==> config.mk <==
export PLATFORM = sky130hd
export DESIGN_NAME = pulsed_converter_control_sequencer
export DESIGN_NICKNAME = d
export VERILOG_FILES = /design/src/design/pulsed_converter_control_sequencer.v
export VERILOG_INCLUDE_DIRS = /design/src /design/src/pkg
export SDC_FILE = /design/constraint.sdc
export NUM_CORES = 1
export LEC_CHECK = 0
export BUFFER_PORTS_ARGS = -buffer_cell sky130_fd_sc_hd__buf_4
export CAP_MARGIN = 20
export CORE_AREA = 2 2 113 115
export DETAILED_ROUTE_END_ITERATION = 12
export DIE_AREA = 0 0 115 117
export HOLD_SLACK_MARGIN = 0.03
export PLACE_DENSITY = 0.77
export SLEW_MARGIN = 20
export SYNTH_ARGS = -nofsm -noshare
export SYNTH_HDL_FRONTEND = slang
export SYNTH_SLANG_ARGS = --single-unit
==> constraint.sdc <==
create_clock -name pclk -period 5.2 [get_ports pclk]
set_input_delay 0.78 -clock pclk [delete_from_list [all_inputs] [get_ports pclk]]
set_output_delay 0.78 -clock pclk [all_outputs]
set_load 0.05 [all_outputs]
==> src/pkg/pulsed_converter_control_sequencer_defines.vh <==
`ifndef PULSED_CONVERTER_CONTROL_SEQUENCER_DEFINES_VH
`define PULSED_CONVERTER_CONTROL_SEQUENCER_DEFINES_VH

`define OFS_CTRL        12'h000
`define OFS_RATE        12'h004
`define OFS_STATUS      12'h008
`define OFS_FAULT       12'h00C

`define CTRL_OFF        0
`define CTRL_STBY       1
`define CTRL_RUN        2
`define CTRL_CLR        3
`define CTRL_FREE       4
`define CTRL_SHOT       5
`define CTRL_RST        6'h01

`define RATE_RST        12'h3E8
`define RATE_MIN_MS     12'h3E8
`define RATE_MAX_MS     12'hD05

`define STAT_OFF        0
`define STAT_STBY       1
`define STAT_RUN        2
`define STAT_HEALTHY    3
`define STAT_REMOTE     4
`define STAT_SEQ_LSB    5
`define STAT_IND_LSB    8

`define IND_INT_FAULT   0
`define IND_EXT_FAULT   1
`define IND_TMG_WARN    2
`define IND_CMD_WARN    3
`define IND_SIM_ACTIVE  4

`define CLK_HZ          10000000
`define MS_CYC          (`CLK_HZ / 1000)
`define DIV_W           14
`define WIN_MS          20
`define BLOCK_MS        2
`define RECOV_MS        10
`define CHARGE_GUARD_MS 500
`define SAMPLE_GUARD_MS 5

`endif

==> src/design/pulsed_converter_control_sequencer.v <==
// Register access over APB and the address map were left to the implementer.
`timescale 1ns/100ps
`include "pulsed_converter_control_sequencer_defines.vh"

module pulsed_converter_control_sequencer #(
    parameter DET_W  = 4,
    parameter MS_CYC = `MS_CYC
) (
    input  wire              pclk,
    input  wire              presetn,
    input  wire              ce,
    input  wire              psel,
    input  wire              penable,
    input  wire              pwrite,
    input  wire [11:0]       paddr,
    input  wire [31:0]       pwdata,
    output wire              pready,
    output reg  [31:0]       prdata,
    output wire              pslverr,
    input  wire              mode_remote,
    input  wire [3:0]        local_cmd,
    input  wire              local_shot,
    input  wire              ext_charge_begin,
    input  wire              ext_charge_end,
    input  wire              ext_discharge,
    input  wire              ext_sample,
    input  wire              int_fault,
    input  wire              ext_fault,
    input  wire [DET_W-1:0]  det_fault,
    output wire              contactor_close,
    output wire              electronics_enable,
    output wire              stat_off,
    output wire              stat_standby,
    output wire              stat_run,
    output wire              remote_healthy,
    output wire [7:0]        indicator,
    output wire [DET_W+1:0]  panel_fault,
    output reg               charge_active,
    output reg               charge_begin_pulse,
    output reg               charge_end_pulse,
    output reg               discharge_fire_pulse,
    output reg               sample_pulse
);

    localparam ST_OFF   = 2'd0;
    localparam ST_STBY  = 2'd1;
    localparam ST_RUN   = 2'd2;

    localparam S_IDLE   = 3'd0;
    localparam S_CHARGE = 3'd1;
    localparam S_BLOCK  = 3'd2;
    localparam S_WIN    = 3'd3;
    localparam S_SAMPLE = 3'd4;

    localparam NIN = 12 + DET_W;

    // Two-stage synchronisers on every input except presetn, ce and the APB bus
    wire [NIN-1:0] raw_in = {det_fault, ext_fault, int_fault, ext_sample, ext_discharge,
                             ext_charge_end, ext_charge_begin, local_shot, local_cmd,
                             mode_remote};
    reg  [NIN-1:0] sync1_q;
    reg  [NIN-1:0] sync2_q;
    genvar gi;
    generate
        for (gi = 0; gi < NIN; gi = gi + 1) begin : g_sync
            always @(posedge pclk or negedge presetn) begin
                if (!presetn) begin
                    sync1_q[gi] <= 1'b0;
                    sync2_q[gi] <= 1'b0;
                end else if (ce) begin
                    sync1_q[gi] <= raw_in[gi];
                    sync2_q[gi] <= sync1_q[gi];
                end
            end
        end
    endgenerate

    wire             s_remote = sync2_q[0];
    wire [3:0]       s_lcmd   = sync2_q[4:1];
    wire             s_shot   = sync2_q[5];
    wire [3:0]       s_pulse  = sync2_q[9:6];
    wire             s_int    = sync2_q[10];
    wire             s_ext    = sync2_q[11];
    wire [DET_W-1:0] s_det    = sync2_q[NIN-1:12];

    reg  [4:0] prev_q;
    wire [3:0] pulse_edge = s_pulse & ~prev_q[3:0];
    wire       shot_edge  = s_shot & ~prev_q[4];

    // Register file
    reg  [5:0]  ctrl_q;
    reg  [11:0] rate_q;
    wire        wr_en  = ce & psel & penable & pwrite;
    wire        hit    = (paddr == `OFS_CTRL) | (paddr == `OFS_RATE) |
                         (paddr == `OFS_STATUS) | (paddr == `OFS_FAULT);

    assign pready  = ce;
    assign pslverr = psel & penable & ~hit;

    // Command selection
    wire [3:0] cmd      = s_remote ? ctrl_q[3:0] : s_lcmd;
    wire       cmd_one  = (cmd == 4'h1) | (cmd == 4'h2) | (cmd == 4'h4) | (cmd == 4'h8);
    wire       cmd_many = ~cmd_one & (cmd != 4'h0);
    wire       clr_cmd  = cmd_one & cmd[`CTRL_CLR];

    reg  [1:0]       st_q;
    reg  [DET_W+1:0] lat_q;
    reg              tmg_warn_q;
    reg              cmd_warn_q;
    wire             interlock = |lat_q;

    assign contactor_close    = (st_q != ST_OFF);
    assign electronics_enable = (st_q == ST_RUN);
    assign stat_off           = (st_q == ST_OFF);
    assign stat_standby       = (st_q == ST_STBY);
    assign stat_run           = (st_q == ST_RUN);
    assign remote_healthy     = s_remote & ~interlock;
    assign panel_fault        = lat_q;
    assign indicator = {3'h0, ctrl_q[`CTRL_FREE], cmd_warn_q, tmg_warn_q,
                        lat_q[1], lat_q[0] | (|lat_q[DET_W+1:2])};

    // Millisecond time base
    reg  [`DIV_W-1:0] div_q;
    wire              ms_tick = (div_q == MS_CYC - 1);

    // Local timing simulator
    reg  [11:0] sim_cnt_q;
    wire [11:0] period = (rate_q < `RATE_MIN_MS) ? `RATE_MIN_MS :
                         (rate_q > `RATE_MAX_MS) ? `RATE_MAX_MS : rate_q;
    wire        wr_shot = wr_en & (paddr == `OFS_CTRL) & pwdata[`CTRL_SHOT];
    wire        sim_free_fire = ctrl_q[`CTRL_FREE] & ms_tick & (sim_cnt_q >= period - 12'h001);
    wire        sim_cb = sim_free_fire | wr_shot | (shot_edge & ~s_remote);

    // Pulse sequencer
    reg  [2:0]  seq_q;
    reg  [11:0] ms_q;
    wire        run_tmg = (st_q == ST_RUN);

    always @(posedge pclk or negedge presetn) begin
        if (!presetn) begin
            prev_q               <= 5'h00;
            ctrl_q               <= `CTRL_RST;
            rate_q               <= `RATE_RST;
            prdata               <= 32'h0000_0000;
            st_q                 <= ST_OFF;
            lat_q                <= {(DET_W+2){1'b0}};
            tmg_warn_q           <= 1'b0;
            cmd_warn_q           <= 1'b0;
            div_q                <= {`DIV_W{1'b0}};
            sim_cnt_q            <= 12'h000;
            seq_q                <= S_IDLE;
            ms_q                 <= 12'h000;
            charge_active        <= 1'b0;
            charge_begin_pulse   <= 1'b0;
            charge_end_pulse     <= 1'b0;
            discharge_fire_pulse <= 1'b0;
            sample_pulse         <= 1'b0;
        end else if (ce) begin
            prev_q <= {s_shot, s_pulse};

            // Register bus
            if (wr_en && paddr == `OFS_CTRL) begin
                ctrl_q <= {1'b0, pwdata[4:0]};
            end
            if (wr_en && paddr == `OFS_RATE) begin
                rate_q <= pwdata[11:0];
            end
            if (psel && !penable) begin
                case (paddr)
                    `OFS_CTRL:   prdata <= {26'h0, ctrl_q};
                    `OFS_RATE:   prdata <= {20'h0, rate_q};
                    `OFS_STATUS: prdata <= {16'h0, indicator, seq_q, s_remote,
                                            remote_healthy, stat_run, stat_standby, stat_off};
                    `OFS_FAULT:  prdata <= {{(30-DET_W){1'b0}}, lat_q};
                    default:     prdata <= 32'h0000_0000;
                endcase
            end

            // Interlock memories, set wins over clear
            lat_q <= (clr_cmd ? {(DET_W+2){1'b0}} : lat_q) | {s_det, s_ext, s_int};
            if (clr_cmd) begin
                tmg_warn_q <= 1'b0;
                cmd_warn_q <= cmd_many;
            end else if (cmd_many) begin
                cmd_warn_q <= 1'b1;
            end

            // Converter state
            if (s_lcmd[`CTRL_OFF] || interlock) begin
                st_q <= ST_OFF;
            end else if (cmd_one) begin
                case (cmd)
                    4'h1:    st_q <= ST_OFF;
                    4'h2:    st_q <= ST_STBY;
                    4'h4:    st_q <= ST_RUN;
                    default: st_q <= st_q;
                endcase
            end

            // Time bases
            div_q <= ms_tick ? {`DIV_W{1'b0}} : div_q + 1'b1;
            if (!ctrl_q[`CTRL_FREE] || sim_free_fire) begin
                sim_cnt_q <= 12'h000;
            end else if (ms_tick) begin
                sim_cnt_q <= sim_cnt_q + 12'h001;
            end
            if (ms_tick && ms_q != 12'hFFF) begin
                ms_q <= ms_q + 12'h001;
            end

            charge_begin_pulse   <= 1'b0;
            charge_end_pulse     <= 1'b0;
            discharge_fire_pulse <= 1'b0;
            sample_pulse         <= 1'b0;

            // Timing inhibited outside run
            if (!run_tmg) begin
                seq_q         <= S_IDLE;
                charge_active <= 1'b0;
            end else begin
                case (seq_q)
                    S_IDLE: begin
                        if (pulse_edge[0] || sim_cb) begin
                            seq_q              <= S_CHARGE;
                            ms_q               <= 12'h000;
                            charge_active      <= 1'b1;
                            charge_begin_pulse <= 1'b1;
                        end
                    end
                    S_CHARGE: begin
                        // Other pulses ignored here
                        if (pulse_edge[1] || ms_q >= `CHARGE_GUARD_MS) begin
                            seq_q            <= S_BLOCK;
                            ms_q             <= 12'h000;
                            charge_active    <= 1'b0;
                            charge_end_pulse <= 1'b1;
                            if (!pulse_edge[1]) begin
                                tmg_warn_q <= 1'b1;
                            end
                        end
                    end
                    S_BLOCK: begin
                        if (ms_q >= `BLOCK_MS) begin
                            seq_q <= S_WIN;
                        end
                    end
                    S_WIN: begin
                        if (pulse_edge[2] || ms_q >= `WIN_MS - `RECOV_MS) begin
                            seq_q                <= S_SAMPLE;
                            ms_q                 <= 12'h000;
                            discharge_fire_pulse <= 1'b1;
                            if (!pulse_edge[2]) begin
                                tmg_warn_q <= 1'b1;
                            end
                        end
                    end
                    S_SAMPLE: begin
                        if (pulse_edge[3] || ms_q >= `SAMPLE_GUARD_MS) begin
                            seq_q        <= S_IDLE;
                            sample_pulse <= 1'b1;
                            if (!pulse_edge[3]) begin
                                tmg_warn_q <= 1'b1;
                            end
                        end
                    end
                    default: seq_q <= S_IDLE;
                endcase
            end
        end
    end

endmodule // pulsed_converter_control_sequencer

# == Word level (Yosys, flattened, before mapping) ==
# Index checks and enable logic that the tools add are counted.
# word_totals
word_cells,194
latch_bits,0
reg_bits,142
rom_bits,0
out_inout_bits,59
n_memories,0
input_bits,66
mem_bits_rw,0
# classes
magnitude_cmp,7
n_mul,0
reduce_logical,31
addsub,4
shift,0
mux,51
div,0
bitwise_logic,31
eq_ne,21
# ops
cell,count
2-to-1 mux 12 bit,9
case mux 13 bit (4 select lines),1
case mux 12 bit (3 select lines),1
2-to-1 mux 1 bit,25
"adder 12 x 1 -> 12 bit, second input constant",2
"equality test 12 x 4 -> 1 bit, second input constant",2
2-to-1 mux 3 bit,6
"!= test 3 bit, second input constant",5
case mux 3 bit (5 select lines),1
"adder 14 x 1 -> 14 bit, second input constant",1
AND 1 bit,14
"equality test 14 bit, second input constant",1
2-to-1 mux 14 bit,1
"equality test 12 x 3 -> 1 bit, second input constant",1
greater-or-equal comparator 12 bit,1
"greater-or-equal comparator 12 x 2 -> 1 bit, second input constant",1
"greater-or-equal comparator 12 x 3 -> 1 bit, second input constant",1
"greater-or-equal comparator 12 x 4 -> 1 bit, second input constant",1
"greater-or-equal comparator 12 x 9 -> 1 bit, second input constant",1
"greater-than comparator 12 bit, second input constant",1
zero test 12 bit,1
"< comparator 12 x 10 -> 1 bit, second input constant",1
"!= test 12 bit, second input constant",1
"subtractor 12 x 1 -> 12 bit, second input constant",1
34 further kinds,65

# == Longest topological paths before layout ==
# Gate-level depths: netlist of run 1.
# logic_depth
depth_word,12
depth_mapped,19
mapped_depth_nobuf,18

# == Worst setup path before layout of run 1 ==
# Ideal clock, no wire load.
# synth_path
path_kind,register to register
start,reg rate_q[4]
end,reg sim_cnt_q[10]
slack_ns,1.513
arrival_time_ns,3.547
synth_period_minus_slack_ns,3.687
t_required_ns,5.060
setup_ns,0.140
n_path_buf,1
stages_incl_launch_ff,20
path_cell_list,dfrtp_1 or3_1 o41ai_1 a21oi_1 nor2_1 nand2_1 ha_1 nand2b_1 nor2_1 xnor2_1 nor2_1 nor2_1 ha_1 nand2_1 o21a_1 o221ai_1 a21oi_1 buf_2 o21ai_1 a21oi_1
# synth_between
elab_chain_len,9
word_cells_on_any_way,11
classes_between,add/sub (1); order compare (3); mux (3); bitwise (1); reduce/logical (3)
# synth_rtl
item,line,rtl
from (decl),pulsed_converter_control_sequencer.v:92,reg [11:0] rate_q;
from (signal assigned),pulsed_converter_control_sequencer.v:143,rate_q <= `RATE_RST;
from (signal assigned),pulsed_converter_control_sequencer.v:166,rate_q <= pwdata[11:0];
greater-than comparator 12 bit (no line),n/a,
2-to-1 mux 12 bit,pulsed_converter_control_sequencer.v:129,(rate_q > `RATE_MAX_MS) ? `RATE_MAX_MS : rate_q;
2-to-1 mux 12 bit *,pulsed_converter_control_sequencer.v:128,wire [11:0] period = (rate_q < `RATE_MIN_MS) ? `RATE_MIN_MS :
subtractor 12 x 1 -> 12 bit *,pulsed_converter_control_sequencer.v:131,wire sim_free_fire = ctrl_q[`CTRL_FREE] & ms_tick & (sim_cnt_q >= period - 12'h001);
greater-or-equal comparator 12 bit *,pulsed_converter_control_sequencer.v:131,
AND 1 bit *,pulsed_converter_control_sequencer.v:131,
logical OR 1 bit *,pulsed_converter_control_sequencer.v:202,if (!ctrl_q[`CTRL_FREE] || sim_free_fire) begin
nonzero test 2 bit (no line),n/a,
AND reduction 2 bit (no line),n/a,
to (signal assigned),pulsed_converter_control_sequencer.v:205,sim_cnt_q <= sim_cnt_q + 12'h001;
to (decl),pulsed_converter_control_sequencer.v:127,reg [11:0] sim_cnt_q;
# Mark *: on every way between the ends. The rest lies on a longest branch, timed or not.
# A chain may end at the register's enable or synchronous reset.

# == Worst setup path after layout of run 1 ==
# layout_path
start,reg rate_q[4]
end,reg ms_q[7]
# layout_between
elab_chain_len,12
word_cells_on_any_way,13
classes_between,add/sub (1); order compare (3); mux (5); bitwise (3); reduce/logical (1)
# layout_rtl
item,line,rtl
greater-than comparator 12 bit (no line),n/a,
2-to-1 mux 12 bit,pulsed_converter_control_sequencer.v:129,
2-to-1 mux 12 bit *,pulsed_converter_control_sequencer.v:128,
subtractor 12 x 1 -> 12 bit *,pulsed_converter_control_sequencer.v:131,
greater-or-equal comparator 12 bit *,pulsed_converter_control_sequencer.v:131,
AND 1 bit *,pulsed_converter_control_sequencer.v:131,
OR 1 bit * (2 in a row),pulsed_converter_control_sequencer.v:132,wire sim_cb = sim_free_fire | wr_shot | (shot_edge & ~s_remote);
logical OR 1 bit *,pulsed_converter_control_sequencer.v:223,if (pulse_edge[0] || sim_cb) begin
2-to-1 mux 12 bit *,pulsed_converter_control_sequencer.v:223,
case mux 12 bit (3 select lines) *,pulsed_converter_control_sequencer.v:221,case (seq_q)
2-to-1 mux 12 bit *,pulsed_converter_control_sequencer.v:217,if (!run_tmg) begin
to (signal assigned),pulsed_converter_control_sequencer.v:208,ms_q <= ms_q + 12'h001;
to (decl),pulsed_converter_control_sequencer.v:136,reg [11:0] ms_q;
# Marked as above.

==> results.toml, run 1 <==
[status]
status = "complete, no violations"

[yosys]
synth.distinct_cells = 72
synth_fa_ha_area_share_pct = 3.34
synth_top_family_by_area = "simple AND/OR/NAND/NOR gates"
ys_ff_latch = 123
synthXorXnorAreaFrac_pct = 5.07
synthArstFlopShare_pct = 100
syn_inst = 642
synth-seq-area-share_pct = 45.8
synthMuxAreaShare_pct = 11.1
synth.avg_cell_area_um2 = 10.5
ys_warn_count = 0
synth_ff_type = "dfrtp_1"
syn-cell-area_mm2 = 0.00673
yosys.area_share.simple_pct = 15.7
synth-compound-area-share_pct = 12.7
synth_edf_count = 0

[worst_setup_path]
cp_max_fo = 12
cp-start-kind = "flip-flop"
reg2reg_depth = 15
crit_type = "reg2reg"
required_ns = 5.46
cp-end-kind = "flip-flop"
crit_arrival_ns = 4.76

[die]
die_h_um = 117
rows = 41
die_w_um = 115
start_util_pct = 54.7
dieArea_mm2 = 0.0135
io_pins = 125
coreArea_mm2 = 0.0123

[min_path]
hold_class = "in2async"

[power]
ir_drop_v = 0.000275
power_leakage_nw = 3.55
netSwitchingPower_w = 0.000770
switching_share_pct = 29.4
combPwrFrac_pct = 13.3
p_per_area_mw_per_mm2 = 333
intPower_w = 0.00185
seqPwrFrac_pct = 42.6
p_clk_share_pct = 44.1

[global_route]
grt_pass1_vias = 5066
grt_max_degree = 86
grt_pass1_wl_mm = 24.1
grt_antenna_before_repair = 0
overflow = 0
grt.total_usage_pct = 23.1

[timing]
finalSetupViolCount = 0
worst_slew_pin_slew_ns = 0.881
skew_ns = 0.00609
timing.fmax_mhz = 222
rsz0062_at_grt = "no"
post-route-period-util_pct = 86.6
hold_viol = 0
maxSlewViolCount = 0
relSlewSlack_pct = 40.8
final.setup.tns_ns = 0
fin_crit_ns = 4.50

[finish]
nFillCells = 971
syn2layout_area_growth_pct = 17.0
layout_commonest_cell = "dfrtp_1"
multi_input_area_mm2 = 0.00331
seq_area_mm2 = 0.00309
layoutNonFillerInstCount = 873
layout_common_cells = "116 x dfrtp_1, 84 x buf_4, 53 x mux2_2"
nNetsFinal = 794
diodes = 0
drive_above_1_share_pct = 27.5

[cts]
hold_buffers = 0
cts.sinks = 123
clkLatencyLatePin_ns = 0.43
h-tree-depth = 4
clockRootBuffer = "clkbuf_16"
numCtsBuffers = 17
cts_buffer_depth = 2
clkSlewWorstSetupHoldPaths_ns = 0.06
cts_setup_buffers = 0
cts_tree = "built"
ctsResizeCount = 0

[routing]
vias_per_cell = 5.92
antenna_left = 0
drc_errors = 0
post_drt_wl_per_cell_um = 17.1
drt_first_pass_iters = 5
drt_wl_total_mm = 15.0
first_iter_violations = 396
num_vias = 5168

[placed_design]
dp_hpwl_mm = 10.5
post-place-cells = 841
place_congestion = 0.868
portBuffers = 82

[run]
max_cap_viol_count = 0
[Yosys cell counts, drive strengths merged (2+ instances only)]
master	instances	area [µm²]
a211o	2	26.3
mux4	4	90.1
o221ai	2	17.5
nand2	51	191
nor2b	5	33.8
o21a	5	37.5
o2111ai	4	35.0
nor2	43	164
a221o	2	20.0
nor4	5	52.6
and3	9	57.6
and2b	2	15.0
nand4	13	100
and2	3	18.8
xor2	14	123
a21o	3	22.5
buf	37	267
o2bb2ai	3	26.3
or3	4	25.0
mux2i	6	60.1
xnor2	25	219
nand3	17	85.1
and4	3	27.5
a2111oi	2	36.3
a32o	3	30.0
a311o	2	20.0
inv	19	71.3
mux2	53	597
nand3b	3	22.5
a22oi	6	45.0
or2	2	12.5
nand2b	9	56.3
a32oi	2	17.5
o21ai	27	135
o31ai	4	30.0
nor3b	6	61.3
a22o	12	105
a21oi	39	199
dfrtp	116	2900
ha	18	225
dfstp	7	184
nor3	19	106
clkbuf	20	75.1
[power by group through the flow]
stage	registers (W)	logic (W)	clock network, W
final	0.00112	0.000349	0.00115
after global routing	0.00113	0.000379	0.00122
after CTS	0.00112	0.000352	0.00117
after detailed placement	0.00113	0.000349	0
after global placement	0.00113	0.000337	0
after floorplan	0.00114	0.000235	0
[cell type report]
class	instances	area share [%]
Clock buffer	17	5.40
Clock inverter	15	1.94
Inverter	20	0.953
Multi-Input combinational cell	463	42.0
Sequential cell	123	39.2
Tap cell	150	2.38
Timing Repair Buffer	85	8.15
[registers in the layout, indices dropped and copies added (netlist names), 4 cells and up]
| name | cells |
|---|---|
| rate_q | 12 |
| div_q | 14 |
| ms_q | 12 |
| panel_fault | 6 |
| sim_cnt_q | 12 |
| s_pulse | 4 |
| ctrl_q | 5 |
| sync1_q | 16 |
| prdata | 13 |
| prev_q | 5 |
| s_lcmd | 4 |
| s_det | 4 |
[cells by family (layout without fill, tap and decap cells)]
| group | Yosys count | after routing |
|---|---|---|
| muxes | 63 | 63 |
| other | 1 | 22 |
| and+or+nand+nor | 197 | 197 |
| AOI/OAI and AO/OA | 124 | 124 |
| buffers and inverters | 77 | 137 |
| xor gates and xnor gates | 39 | 39 |
| adders and majority gates | 18 | 18 |
| DFF | 123 | 123 |
[critical path, cell delays in order, from the launching register on]
cell	delay, ns
dfrtp_1	0.44
or3_1	0.45
o41ai_1	0.36
a21oi_1	0.23
o21ai_0	0.30
ha_1	0.27
nand2b_1	0.11
nor2_1	0.13
xor2_1	0.16
nor3_1	0.07
ha_1	0.29
nand4_1	0.11
nor4_1	0.30
a21oi_1	0.21
o21ai_1	0.74
a21oi_1	0.16
[metal layers]
metal | vias up | track usage [%] | wire [µm]
met5 | - | 0 | 0
met4 | 0 | 10.4 | 382
met3 | 39 | 6.13 | 847
met2 | 195 | 36.8 | 7310
met1 | 2537 | 29.9 | 6410
li1 | 2397 | - | -
[metrics by stage]
stage                     area [µm²]  util (%)  hold WS [ns]  power, W  worst slack (ns)
after global placement          7300      59.3         0.474   0.00146             0.922
after floorplan                 6810         -         0.449   0.00138              1.51
final                           7880      64.0         0.392   0.00262             0.697
after detailed placement        7300      59.3         0.480   0.00148             0.804
after global routing            7880      64.0         0.456   0.00272             0.254
after CTS                       7880      64.0         0.493   0.00264             0.715
[path summary, 6_finish.rpt]
path	start	end	slack (ns)
min reg2reg	sync1_q[6]$_DFFE_PN0P_	s_pulse[0]$_DFFE_PN0P_	0.49
min in group pclk	sync1_q[6]$_DFFE_PN0P_	s_pulse[0]$_DFFE_PN0P_	0.49
max in group asynchronous	presetn	rate_q[3]$_DFFE_PN1P_	3.75
min	presetn	div_q[5]$_DFFE_PN0P_	0.39
max	rate_q[4]$_DFFE_PN0P_	ms_q[7]$_DFFE_PN0P_	0.70
max reg2reg	rate_q[4]$_DFFE_PN0P_	ms_q[7]$_DFFE_PN0P_	0.70
(Power assumes the default switching activity.)
==> run 2, diff against run 1 <==
--- a/config.mk
+++ b/config.mk
@@ -13,6 +13,7 @@
 export DIE_AREA = 0 0 115 117
 export HOLD_SLACK_MARGIN = 0.03
 export PLACE_DENSITY = 0.77
+export RECOVER_POWER = 25
 export SLEW_MARGIN = 20
 export SYNTH_ARGS = -nofsm -noshare
 export SYNTH_HDL_FRONTEND = slang
==> run 2 against run 1 <==
Compared with the run above:
- the flow now finishes with violations (max-capacitance violations, max-slew violations)
- global-route usage unchanged
- sequential share of layout area hardly changed
- first-iteration DRC count unchanged
- clock skew hardly changed
- setup slack lost 0.00051 ns
- non-clock buffer count stayed put
- via count barely moved
- count of clock-buffer cells in the layout is the same
- total power about the same
- design area barely moved
- sequential power about the same
- highest routed layer unchanged
==> results.toml, run 2 (same netlist as run 1, synthesis figures left out) <==
[status]
status = "finished with violations"
violations = "max-capacitance violations, max-slew violations"

[timing]
worst_slew_pin_slew_ns = 3.81
relSlewSlack_pct = -154
hold_viol = 0
skew_ns = 0.00619
post-route-period-util_pct = 86.6
rsz0062_at_grt = "no"
finalSetupViolCount = 0
fin_crit_ns = 4.50
maxSlewViolCount = 86
final.setup.tns_ns = 0
timing.fmax_mhz = 222

[finish]
layout_commonest_cell = "dfrtp_1"
drive_above_1_share_pct = 27.2
layoutNonFillerInstCount = 873
nNetsFinal = 794
biggestRegsByFlops = "sync1_q: 16 flops, div_q: 14 flops, prdata: 13 flops"
nFillCells = 973
diodes = 0
layout_common_cells = "116 x dfrtp_1, 83 x buf_4, 53 x mux2_2"
largest_register_ffs = 16
syn2layout_area_growth_pct = 16.9
finalCoreUtilization_pct = 64.0
top_register = "sync1_q"

[worst_setup_path]
crit_type = "reg2reg"
cpMostUsedCell = "a21oi_1"
reg2reg_depth = 15
cp_max_fo = 12
r2r-end = "ms_q[7]$_DFFE_PN0P_"
slowest_stage = "o21ai_1"
cp-end-kind = "flip-flop"
worstReg2RegStart = "rate_q[4]$_DFFE_PN0P_"
crit_arrival_ns = 4.76
cp_top_family = "compound AO/OA/AOI/OAI gates"
cp-start-kind = "flip-flop"
critPathBufInv = 0
path_cells = "or3_1, o41ai_1, a21oi_1, o21ai_0, ha_1, nand2b_1, nor2_1, xor2_1, nor3_1, ha_1, nand4_1, nor4_1, a21oi_1, o21ai_1, a21oi_1"
r2r_slack_ns = 0.70
max_stage_delay_ns = 0.74
required_ns = 5.46

[placed_design]
portBuffers = 82
dp_hpwl_mm = 10.5
post-place-cells = 841
place_congestion = 0.868

[global_route]
grt_max_degree = 86
top_usage_layer = "met2"
grtUsageMet1_pct = 29.9
grt_antenna_before_repair = 0
grt_pass1_wl_mm = 24.1
overflow = 0
grt_pass1_vias = 5066
met2_usage_pct = 36.8
grtUsageMet3_pct = 6.13
grt.total_usage_pct = 23.1

[cts]
cts_buffer_depth = 2
numCtsBuffers = 17
clkSlewWorstSetupHoldPaths_ns = 0.06
cts.sinks = 123
h-tree-depth = 4
clkLatencyLatePin_ns = 0.43
cts_tree = "built"
ctsResizeCount = 0
clockRootBuffer = "clkbuf_16"
cts_setup_buffers = 0
hold_buffers = 0

[routing]
drt_first_pass_iters = 6
post_drt_wl_per_cell_um = 17.1
first_iter_violations = 396
num_vias = 5172
antenna_left = 0
drt_wl_total_mm = 14.9
vias_per_cell = 5.92
drc_errors = 0

[die]
start_util_pct = 54.7
rows = 41
coreArea_mm2 = 0.0123
dieArea_mm2 = 0.0135
die_h_um = 117
io_pins = 125
die_w_um = 115

[min_path]
min-delay-start = "sync1_q[6]$_DFFE_PN0P_"
whs_path_depth = 2
hold_class = "reg2reg"
min_to = "s_pulse[0]$_DFFE_PN0P_"

[power]
ir_drop_v = 0.000276
combPwrFrac_pct = 13.3
power_leakage_nw = 3.54
seqPwrFrac_pct = 42.6
switching_share_pct = 29.4
intPower_w = 0.00185
netSwitchingPower_w = 0.000770
p_per_area_mw_per_mm2 = 333
p_clk_share_pct = 44.1

[run]
max_cap_viol_count = 1
## run 2: worst max path at each step
stage	startpoint	to	slack [ns]	cells after the start
floorplan	rate_q[4]$_DFFE_PN0P_	sim_cnt_q[10]$_DFFE_PN0P_	1.51	19
global placement	rate_q[4]$_DFFE_PN0P_	ms_q[6]$_DFFE_PN0P_	0.92	15
detailed placement	rate_q[4]$_DFFE_PN0P_	ms_q[2]$_DFFE_PN0P_	0.80	15
CTS	rate_q[4]$_DFFE_PN0P_	ms_q[7]$_DFFE_PN0P_	0.72	15
global route	rate_q[4]$_DFFE_PN0P_	ms_q[0]$_DFFE_PN0P_	0.25	15
finish	rate_q[4]$_DFFE_PN0P_	ms_q[7]$_DFFE_PN0P_	0.70	15
## run 2: power groups by stage
stage | logic [W] | registers (W) | clock network, W
6_report | 0.000349 | 0.00112 | 0.00115
3_3_place_gp | 0.000337 | 0.00113 | 0
3_5_place_dp | 0.000349 | 0.00113 | 0
4_1_cts | 0.000352 | 0.00112 | 0.00117
5_1_grt | 0.000379 | 0.00113 | 0.00122
2_1_floorplan | 0.000235 | 0.00114 | 0
## run 2: through the flow
stage | total power, W | hold WS (ns) | instance area [µm²] | setup slack, ns
3_3_place_gp | 0.00146 | 0.474 | 7300 | 0.922
2_1_floorplan | 0.00138 | 0.449 | 6810 | 1.51
6_report | 0.00262 | 0.485 | 7870 | 0.696
3_5_place_dp | 0.00148 | 0.480 | 7300 | 0.804
5_1_grt | 0.00272 | 0.513 | 7870 | 0.254
4_1_cts | 0.00264 | 0.493 | 7880 | 0.715
## run 2: worst register-to-register path, stage by stage, from the launching register on
cell      delay, ns
dfrtp_1        0.44
or3_1          0.45
o41ai_1        0.36
a21oi_1        0.23
o21ai_0        0.30
ha_1           0.27
nand2b_1       0.11
nor2_1         0.13
xor2_1         0.17
nor3_1         0.07
ha_1           0.30
nand4_1        0.11
nor4_1         0.30
a21oi_1        0.21
o21ai_1        0.74
a21oi_1        0.17
## run 2: final cells by class
| type | instances | area [µm²] | area share, % |
|---|---|---|---|
| clock inverters | 15 | 153 | 1.94 |
| inverters | 20 | 75.1 | 0.953 |
| flip-flops and latches | 123 | 3090 | 39.2 |
| clock buffers | 17 | 425 | 5.40 |
| repair buffers | 85 | 637 | 8.09 |
| multi-input cells | 463 | 3310 | 42.0 |
| well taps | 150 | 188 | 2.38 |
## run 2: layer usage
layer / vias up / part of all wire (%)
li1: 2397 / -
met1: 2534 / 43
met2: 206 / 49
met3: 35 / 5.8
met4: 0 / 2.5
met5: - / 0
